$ cat config.mk
export PLATFORM = sky130hd
export DESIGN_NAME = socr_top
export DESIGN_NICKNAME = d
export VERILOG_FILES = /design/src/design/socr_pkg.sv /design/src/design/socr_top.sv
export VERILOG_INCLUDE_DIRS = /design/src /design/src/design
export SDC_FILE = /design/constraint.sdc
export NUM_CORES = 1
export LEC_CHECK = 0
export BUFFER_PORTS_ARGS = -buffer_cell sky130_fd_sc_hd__buf_2
export CORE_ASPECT_RATIO = 1.2
export CORE_UTILIZATION = 40
export CTS_BUF_LIST = sky130_fd_sc_hd__clkbuf_4 sky130_fd_sc_hd__clkbuf_8
export CTS_CLUSTER_DIAMETER = 40
export CTS_CLUSTER_SIZE = 28
export DETAILED_ROUTE_END_ITERATION = 7
export SETUP_SLACK_MARGIN = 0.02
export SLEW_MARGIN = 20
export SYNTH_ARGS = -nofsm -noshare
export SYNTH_HDL_FRONTEND = slang
export SYNTH_SLANG_ARGS = --single-unit
export TNS_END_PERCENT = 100
$ cat constraint.sdc
create_clock -name core_clk -period 3 [get_ports core_clk]
set_input_delay 0.15 -clock core_clk [delete_from_list [all_inputs] [get_ports core_clk]]
set_output_delay 0.15 -clock core_clk [all_outputs]
set_load 0.01 [all_outputs]
$ cat src/design/socr_params.svh
// Purpose: offsets, field positions, reset values for the output control bank
// Assumes: byte-wide registers indexed over the two-wire management bus
// Notes:   the index doubles as the register address
//
// What this block does
// - override bit selects software mode over strap
// - software mode uses readback mode encoding
// - readback bits keep the latched strap value
// - gate bits default one; zero forces low
// - gate bit positions in bytes one, two
// - byte five revision/maker, byte six part
// - byte seven bits seven to five reserved, read zero
// - low five bits set readback length
// - indexed block write, each byte acknowledged
`ifndef SOCR_PARAMS_SVH
`define SOCR_PARAMS_SVH

// ==========================================================================
// register indices
`define SOCR_IDX_MODE    8'h00
`define SOCR_IDX_GATE_LO 8'h01
`define SOCR_IDX_GATE_HI 8'h02
`define SOCR_IDX_SPARE_A 8'h03
`define SOCR_IDX_SPARE_B 8'h04
`define SOCR_IDX_MAKER   8'h05
`define SOCR_IDX_PART    8'h06
`define SOCR_IDX_LEN     8'h07
`define SOCR_IDX_LAST    8'h08

// ==========================================================================
// field positions
`define SOCR_MODE_RB_HI  7
`define SOCR_MODE_RB_LO  6
`define SOCR_MODE_SW_EN  3
`define SOCR_MODE_SW_HI  2
`define SOCR_MODE_SW_LO  1
`define SOCR_G3_BIT      6
`define SOCR_G2_BIT      5
`define SOCR_G1_BIT      2
`define SOCR_G0_BIT      1
`define SOCR_G5_BIT      2
`define SOCR_G4_BIT      1

// ==========================================================================
// reset values and fixed reserved patterns
`define SOCR_RST_GATE    6'h3f
`define SOCR_RST_SWMODE  2'h3
`define SOCR_RST_LEN     5'h08
`define SOCR_FIX_MODE    8'h01
`define SOCR_FIX_GATE_LO 8'h99
`define SOCR_FIX_GATE_HI 8'h09
`define SOCR_STRAP_WAIT  2'h3

`endif

$ cat src/design/socr_pkg.sv
// Purpose: types shared by the output control bank
// Assumes: nothing beyond the params header
// Notes:   whole module state lives in one packed struct
`default_nettype none

package socr_pkg;

  // ========================================================================
  // bus engine states, gray along idle-rx-ack-tx-ack
  typedef enum logic [2:0] {
    SOCR_IDLE   = 3'h0,
    SOCR_RX     = 3'h1,
    SOCR_ACK_RX = 3'h3,
    SOCR_TX     = 3'h2,
    SOCR_ACK_TX = 3'h6
  } socr_st_e;

  typedef struct packed {
    logic [1:0] pll_mode;
    logic [5:0] out_run;
  } socr_ctrl_s;

  typedef struct packed {
    logic [2:0]      scl_s;
    logic [2:0]      sda_s;
    logic [2:0][5:0] oen_s;
    logic [2:0][1:0] strap_s;
    logic            scl_q;
    logic            sda_q;
    logic [5:0]      oen_q;
    logic [1:0]      strap_wait;
    logic            strap_done;
    logic [1:0]      strap_q;
    socr_st_e        st;
    logic [3:0]      bitcnt;
    logic [7:0]      shreg;
    logic [1:0]      phase;
    logic            rw;
    logic            nack;
    logic [7:0]      idx;
    logic [7:0]      remain;
    logic            sda_oe;
    logic            sw_override;
    logic [1:0]      sw_mode;
    logic [5:0]      gate;
    logic [4:0]      rd_len;
    socr_ctrl_s      ctrl;
  } socr_state_s;

endpackage : socr_pkg

`default_nettype wire

$ cat src/design/socr_top.sv
// Purpose: management-bus register bank gating six outputs and the loop mode
// Assumes: bus pins, enable pins and strap are asynchronous to core_clk
// Notes:   open-drain data pin; the bank only ever pulls it low
`include "socr_params.svh"
`default_nettype none

module socr_top #(
  parameter logic [6:0] SLAVE_ADDR = 7'h6a,  // arbitrary value
  parameter logic [3:0] REV_CODE   = 4'h5,   // arbitrary value
  parameter logic [3:0] MAKER_CODE = 4'h3,   // arbitrary value
  parameter logic [7:0] PART_CODE  = 8'h42   // arbitrary value
) (
  // clock and reset
  input  wire logic          core_clk,
  input  wire logic          rstn,
  input  wire logic          ce,
  // management bus
  input  wire logic          smb_clk_in,
  input  wire logic          smb_dat_in,
  output logic               smb_dat_out,
  output logic               smb_dat_oe,
  // board pins
  input  wire logic [1:0]    strap_in,
  input  wire logic [5:0]    oe_pin_n,
  // controls to the clock path
  output socr_pkg::socr_ctrl_s ctrl
);
  import socr_pkg::*;

  socr_state_s q;
  socr_state_s d;
  logic        rise;
  logic        fall;
  logic        start;
  logic        stop;
  logic        wr_evt;

  // ========================================================================
  // register read decode
  function automatic logic [7:0] rd_byte(input logic [7:0] i, input socr_state_s s);
    logic [7:0] b;
    b = 8'h00;
    case (i)
      `SOCR_IDX_MODE: begin
        b = `SOCR_FIX_MODE;
        b[`SOCR_MODE_RB_HI:`SOCR_MODE_RB_LO] = s.strap_q;
        b[`SOCR_MODE_SW_EN] = s.sw_override;
        b[`SOCR_MODE_SW_HI:`SOCR_MODE_SW_LO] = s.sw_mode;
      end
      `SOCR_IDX_GATE_LO: begin
        b = `SOCR_FIX_GATE_LO;
        b[`SOCR_G3_BIT] = s.gate[3];
        b[`SOCR_G2_BIT] = s.gate[2];
        b[`SOCR_G1_BIT] = s.gate[1];
        b[`SOCR_G0_BIT] = s.gate[0];
      end
      `SOCR_IDX_GATE_HI: begin
        b = `SOCR_FIX_GATE_HI;
        b[`SOCR_G5_BIT] = s.gate[5];
        b[`SOCR_G4_BIT] = s.gate[4];
      end
      `SOCR_IDX_MAKER: b = {REV_CODE, MAKER_CODE};
      `SOCR_IDX_PART:  b = PART_CODE;
      `SOCR_IDX_LEN:   b = {3'h0, s.rd_len};
      default:         b = 8'h00;
    endcase
    return b;
  endfunction : rd_byte

  // ========================================================================
  // next state
  always_comb begin
    logic [7:0] tb;
    d      = q;
    tb     = 8'h00;
    wr_evt = 1'b0;
    d.scl_s   = {q.scl_s[1:0], smb_clk_in};
    d.sda_s   = {q.sda_s[1:0], smb_dat_in};
    d.oen_s   = {q.oen_s[1:0], oe_pin_n};
    d.strap_s = {q.strap_s[1:0], strap_in};
    // a level counts once the second and third stage agree
    if (q.scl_s[1] == q.scl_s[2]) d.scl_q = q.scl_s[2];
    if (q.sda_s[1] == q.sda_s[2]) d.sda_q = q.sda_s[2];
    if (q.oen_s[1] == q.oen_s[2]) d.oen_q = q.oen_s[2];
    rise  = d.scl_q & ~q.scl_q;
    fall  = ~d.scl_q & q.scl_q;
    start = q.scl_q & d.scl_q & q.sda_q & ~d.sda_q;
    stop  = q.scl_q & d.scl_q & ~q.sda_q & d.sda_q;
    // strap is caught once, after the synchroniser has filled
    if (q.strap_wait != `SOCR_STRAP_WAIT) begin
      d.strap_wait = q.strap_wait + 2'h1;
    end else if (!q.strap_done && q.strap_s[1] == q.strap_s[2]) begin
      d.strap_q    = q.strap_s[2];
      d.strap_done = 1'b1;
    end
    if (stop) begin
      d.st     = SOCR_IDLE;
      d.sda_oe = 1'b0;
    end else if (start) begin
      d.st     = SOCR_RX;
      d.phase  = 2'h0;
      d.bitcnt = 4'h0;
      d.sda_oe = 1'b0;
    end else begin
      case (q.st)
        SOCR_RX: begin
          if (rise) begin
            d.shreg  = {q.shreg[6:0], q.sda_q};
            d.bitcnt = q.bitcnt + 4'h1;
          end else if (fall && q.bitcnt == 4'h8) begin
            d.st     = SOCR_ACK_RX;
            d.sda_oe = 1'b1;
            if (q.phase != 2'h3) d.phase = q.phase + 2'h1;
            case (q.phase)
              2'h0: begin
                d.rw = q.shreg[0];
                if (q.shreg[7:1] != SLAVE_ADDR) begin
                  d.st     = SOCR_IDLE;
                  d.sda_oe = 1'b0;
                end
              end
              2'h1: d.idx = q.shreg;
              2'h2: d.remain = q.shreg;
              default: begin
                // bytes past the announced count are acked but dropped
                if (q.remain != 8'h00) begin
                  wr_evt   = 1'b1;
                  d.idx    = q.idx + 8'h01;
                  d.remain = q.remain - 8'h01;
                  case (q.idx)
                    `SOCR_IDX_MODE: begin
                      d.sw_override = q.shreg[`SOCR_MODE_SW_EN];
                      d.sw_mode = q.shreg[`SOCR_MODE_SW_HI:`SOCR_MODE_SW_LO];
                    end
                    `SOCR_IDX_GATE_LO: begin
                      d.gate[3] = q.shreg[`SOCR_G3_BIT];
                      d.gate[2] = q.shreg[`SOCR_G2_BIT];
                      d.gate[1] = q.shreg[`SOCR_G1_BIT];
                      d.gate[0] = q.shreg[`SOCR_G0_BIT];
                    end
                    `SOCR_IDX_GATE_HI: begin
                      d.gate[5] = q.shreg[`SOCR_G5_BIT];
                      d.gate[4] = q.shreg[`SOCR_G4_BIT];
                    end
                    `SOCR_IDX_LEN: d.rd_len = q.shreg[4:0];
                    default: d.rd_len = q.rd_len;
                  endcase
                end
              end
            endcase
          end
        end
        SOCR_ACK_RX: begin
          if (fall) begin
            d.sda_oe = 1'b0;
            d.bitcnt = 4'h0;
            d.st     = SOCR_RX;
            if (q.phase == 2'h1 && q.rw) begin
              tb       = {3'h0, q.rd_len};  // count byte leads the read
              d.sda_oe = ~tb[7];
              d.shreg  = {tb[6:0], 1'b0};
              d.bitcnt = 4'h1;
              d.st     = SOCR_TX;
            end
          end
        end
        SOCR_TX: begin
          if (fall) begin
            if (q.bitcnt == 4'h8) begin
              d.sda_oe = 1'b0;
              d.st     = SOCR_ACK_TX;
            end else begin
              d.sda_oe = ~q.shreg[7];
              d.shreg  = {q.shreg[6:0], 1'b0};
              d.bitcnt = q.bitcnt + 4'h1;
            end
          end
        end
        SOCR_ACK_TX: begin
          if (rise) begin
            d.nack = q.sda_q;
          end else if (fall) begin
            if (q.nack) begin
              d.st = SOCR_IDLE;
            end else begin
              tb       = rd_byte(q.idx, q);
              d.sda_oe = ~tb[7];
              d.shreg  = {tb[6:0], 1'b0};
              d.bitcnt = 4'h1;
              d.idx    = q.idx + 8'h01;
              d.st     = SOCR_TX;
            end
          end
        end
        default: d.st = SOCR_IDLE;
      endcase
    end
    d.ctrl.out_run  = q.gate & ~q.oen_q;
    d.ctrl.pll_mode = q.sw_override ? q.sw_mode : q.strap_q;
  end

  // ========================================================================
  // state register
  always_ff @(posedge core_clk) begin
    if (!rstn) begin
      q             <= '0;
      q.scl_s       <= 3'h7;
      q.sda_s       <= 3'h7;
      q.scl_q       <= 1'b1;
      q.sda_q       <= 1'b1;
      q.oen_q       <= 6'h3f;
      q.st          <= SOCR_IDLE;
      q.sw_mode     <= `SOCR_RST_SWMODE;
      q.gate        <= `SOCR_RST_GATE;
      q.rd_len      <= `SOCR_RST_LEN;
    end else if (ce) begin
      q <= d;
    end
  end

  assign smb_dat_out = 1'b0;
  assign smb_dat_oe  = q.sda_oe;
  assign ctrl        = q.ctrl;

  // ========================================================================
  // checks
  override_mode_a: assert property (@(posedge core_clk) disable iff (!rstn)
    ce && q.sw_override |=> ce |-> q.ctrl.pll_mode == $past(q.sw_mode))
    else $error("software mode not applied");
  strap_mode_a: assert property (@(posedge core_clk) disable iff (!rstn)
    ce && !q.sw_override |=> ce |-> q.ctrl.pll_mode == $past(q.strap_q))
    else $error("strap mode not applied");
  readback_hold_a: assert property (@(posedge core_clk) disable iff (!rstn)
    q.strap_done |=> $stable(q.strap_q) && (rd_byte(8'h00, q) >> 6) == {6'h0, q.strap_q})
    else $error("strap readback changed");
  gate_force_a: assert property (@(posedge core_clk) disable iff (!rstn)
    ce && q.gate[0] == 1'b0 |=> ce |-> !q.ctrl.out_run[0])
    else $error("gated output still running");
  reset_defaults_a: assert property (@(posedge core_clk)
    !rstn |=> q.gate == 6'h3f && q.rd_len == 5'h08 && !q.sw_override)
    else $error("bank defaults wrong after reset");
  id_bytes_a: assert property (@(posedge core_clk) disable iff (!rstn)
    rd_byte(8'h05, q) == {REV_CODE, MAKER_CODE} && rd_byte(8'h06, q) == PART_CODE)
    else $error("identity bytes wrong");
  len_reserved_a: assert property (@(posedge core_clk) disable iff (!rstn)
    (rd_byte(8'h07, q) & 8'he0) == 8'h00 && (rd_byte(8'h07, q) & 8'h1f) == {3'h0, q.rd_len})
    else $error("length byte reserved bits set");
  ack_drive_a: assert property (@(posedge core_clk) disable iff (!rstn)
    q.st == SOCR_ACK_RX |-> smb_dat_oe)
    else $error("byte not acknowledged");
  stop_release_a: assert property (@(posedge core_clk) disable iff (!rstn)
    ce && stop |=> !smb_dat_oe && q.st == SOCR_IDLE)
    else $error("data pin held after stop");
  write_only_a: assert property (@(posedge core_clk) disable iff (!rstn)
    !(ce && wr_evt) |=> $stable(q.gate) && $stable(q.sw_mode) && $stable(q.rd_len))
    else $error("register changed without a write");

endmodule : socr_top

`default_nettype wire

==> run_results.csv <==
group,metric,value,unit
floorplanning,initial_utilization,0.4114,
sta,finalCriticalPeriod,2.536,ns
layout,area_delta_synth_final,6.754,%
global_routing,grt_pass1_wl,21760,µm
placement,dp.cells,775,
critical_path,cp_slowest_stage_delay,0.63,ns
clocking,root_buffer,"clkbuf_8",
logic_synthesis,syn_area,5446,µm²
critical_path,crit_fanout,16,
sta,clock_skew,0.009475,ns
floorplanning,dieWidth,108.5,µm
placement,place.port_buffers,21,
sta,worst_slew_pin_slew,0.8032,ns
power,total_power,2406,µW
critical_path,startpoint_type,"register",
critical_path,arrival,2.84,ns
sta,max_freq,0.3943,GHz
critical_path,cp_slowest_cell,"a311oi_4",
floorplanning,dieArea,14090,µm²
routing,routed_wl,13430,µm
clocking,numCtsBuffers,9,
logic_synthesis,yosysUniqueCellTypes,82,
logic_synthesis,synthCells,628,
sta,slew_viol_final,0,
logic_synthesis,avgSynthCellArea,8.673,µm²
global_routing,antenna_found_initial,0,
routing,firstDrtPassIters,5,
critical_path,critPathKind,"register to register",
logic_synthesis,synthArstFlopShare,0,
sta,rsz0062_at_grt,"no",
routing,wl_per_cell,16.85,µm
floorplanning,die_y,129.8,µm
routing,drtIter0Drc,250,
clocking,htree_num_levels,3,
routing,avgViaCountPerCell,5.811,
status,status,"complete, no violations",
clocking,cts_tree,"done",
flow_run,cap_violations,0,
power,p_per_area,413.8,nW/µm²
layout,drive_above_1_share,0.1017,
critical_path,critPathRequiredTime,3.31,ns
floorplanning,core,13240,µm²
power,vdd_drop_max,264.9,µV
critical_path,ff2ff_setup_slack,0.46,ns
global_routing,grt.total_usage,0.1966,
layout,nNetsFinal,650,
critical_path,path_cells,"inv_1 -> ha_1 -> and3b_1 -> or3_1 -> a311oi_4 -> o221ai_1 -> a21oi_1",
clocking,cts.sinks,101,
clocking,clock_tree.buffer_depth,2,
clocking,clk_pin_slew,0.10,ns
min_path,hold_path_class,"input port to register",
critical_path,crit_buf_inv,1,
placement,gp_congestion,0.8694,
floorplanning,core.rowCount,46,
critical_path,worst_setup_path_end_kind,"register",
logic_synthesis,synth_nets,654,
logic_synthesis,synth_ff_type,"dfxtp_1",
placement,place_hpwl,9274,µm
sta,setup_viol,0,
floorplanning,io_pins,23,
critical_path,cp_top_family,"compound AO/OA/AOI/OAI gates",
sta,max_slew_margin,0.4561,
logic_synthesis,synth-seq-area-share,0.3712,
logic_synthesis,yosysWarnings,0,
global_routing,grt_pass1_vias,4298,
global_routing,gr-total-overflow,0,
layout,diodes,0,
sta,final.setup.tns,0,ns
sta,fin_crit_sh,0.8453,
sta,final_hold_viol_count,0,
routing,vias,4631,
clocking,clock_latency,0.37,ns
routing,ant_nets,0,
logic_synthesis,synth-edff-count,0,
routing,post-route-drc-count,0,
power,cellLeakagePower,0.002179,µW
sta,whs,0.01293,ns
clocking,postCtsSetupBuffers,0,
logic_synthesis,ys_ff_latch,101,
global_routing,grt_max_degree,73,
layout,fin_cells,797,
-- worst paths after layout --
check	endpoint	cells after the start	from
min	d[85]	3	oe_pin_n[2]
max reg2reg	q[45]	7	q[51]
min reg2reg	ctrl[1]	2	ctrl[1]
max	q[45]	7	q[51]
-- cells in the mapped netlist, types with 5 or more instances --
cell type | count | area, µm²
a211oi_1 | 8 | 60.06
a21oi_1 | 38 | 190.2
a22oi_1 | 8 | 60.06
a31oi_1 | 6 | 37.54
buf_1 | 9 | 33.78
buf_2 | 8 | 40.04
buf_4 | 9 | 67.56
clkbuf_1 | 20 | 75.07
dfxtp_1 | 101 | 2022
ha_1 | 13 | 162.7
inv_1 | 15 | 56.30
mux2i_1 | 51 | 510.5
nand2_1 | 43 | 161.4
nand2b_1 | 14 | 87.58
nand3_1 | 8 | 40.04
nand3b_1 | 15 | 112.6
nand4_1 | 8 | 50.05
nor2_1 | 70 | 262.8
nor3_1 | 16 | 80.08
o211ai_1 | 13 | 97.59
o21ai_0 | 26 | 130.1
or3_1 | 7 | 43.79
or4_1 | 5 | 37.54
xnor2_1 | 6 | 52.55
xor2_1 | 6 | 52.55
-- per-stage QoR --
stage            util  setup slack [ns]  area, µm²
4_1_cts        0.4391            0.4596       5813
3_5_place_dp   0.4207            0.4832       5569
5_1_grt        0.4392            0.2818       5814
2_1_floorplan       -            0.7321       5446
6_report       0.4392            0.4640       5814
3_3_place_gp   0.4207            0.5109       5569
-- layer usage --
layer	track usage	up-vias	part of all wire
met5	0	-	0
met4	0.06280	0	0.015
met3	0.03596	19	0.045
met2	0.3377	137	0.50
met1	0.2478	2186	0.44
li1	-	2289	-
-- placed cells by master (no fill, tap or decap), types with 4 or more instances in the layout --
| cell | instances |
|---|---|
| nand2_1 | 43 |
| or3_1 | 7 |
| nand2b_1 | 14 |
| xnor2_1 | 6 |
| inv_1 | 15 |
| clkbuf_8 | 9 |
| nand3_1 | 8 |
| a211oi_1 | 8 |
| dfxtp_1 | 101 |
| nand3b_1 | 15 |
| a31oi_1 | 6 |
| nor3_1 | 16 |
| buf_2 | 21 |
| ha_1 | 13 |
| o21ai_0 | 26 |
| dlygate4sd3_1 | 6 |
| buf_4 | 9 |
| nand4_1 | 8 |
| nor3b_1 | 4 |
| xor2_1 | 6 |
| a22oi_1 | 8 |
| or4_1 | 5 |
| a311oi_1 | 4 |
| o211ai_1 | 13 |
| nor2_1 | 70 |
| a21oi_1 | 38 |
| a32oi_1 | 4 |
| mux2i_1 | 51 |
-- flip-flops by register name, summed over array words and instances, names as in the netlist --
name and count:
q 72, ctrl 8, smb_dat_oe 1, d 20
-- kinds of logic (layout without fill, tap and decap cells) --
family / count (synthesis) / in the layout / synth area share
AO/OA/AOI/OAI: 162 / 162 / 0.2100
flip-flops: 101 / 101 / 0.3712
AND/OR/NAND/NOR: 221 / 221 / 0.2164
XOR/XNOR: 12 / 12 / 0.01930
buffers and inverters: 67 / 68 / 0.05881
multiplexers: 51 / 51 / 0.09373
adder cells (fa/ha/maj): 13 / 13 / 0.02987
other: 1 / 1 / 0.0006885
-- layout make-up --
type                            count  area, µm²
Clock inverter                      6      52.55
Clock buffer                       10      131.4
Multi-Input combinational cell    460       3105
Sequential cell                   101       2022
Tap cell                          168      210.2
Inverter                           16      60.06
Fill cell                        1359       7423
Timing Repair Buffer               36      232.7
-- where the power goes --
part           leakage, µW  switching [µW]  internal, µW
Clock            0.0000892             521           327
Sequential        0.000820            22.5          1370
Combinational      0.00127            89.5          72.1
Total              0.00218             633          1770
-- worst reg2reg max path, cell delays in order (launching register included) --
cell	delay [ns]
dfxtp_1	0.42
inv_1	0.10
ha_1	0.21
and3b_1	0.27
or3_1	0.42
a311oi_4	0.63
o221ai_1	0.24
a21oi_1	0.18
-- timing repair --
action | 4_1_cts | 5_1_grt
endpoints found under the setup margin | 0 | 0
hold buffers | 6 | 0
gates resized for setup | 0 | 0
endpoints found under the hold margin | 6 | 0
(Power assumes the default switching activity.)
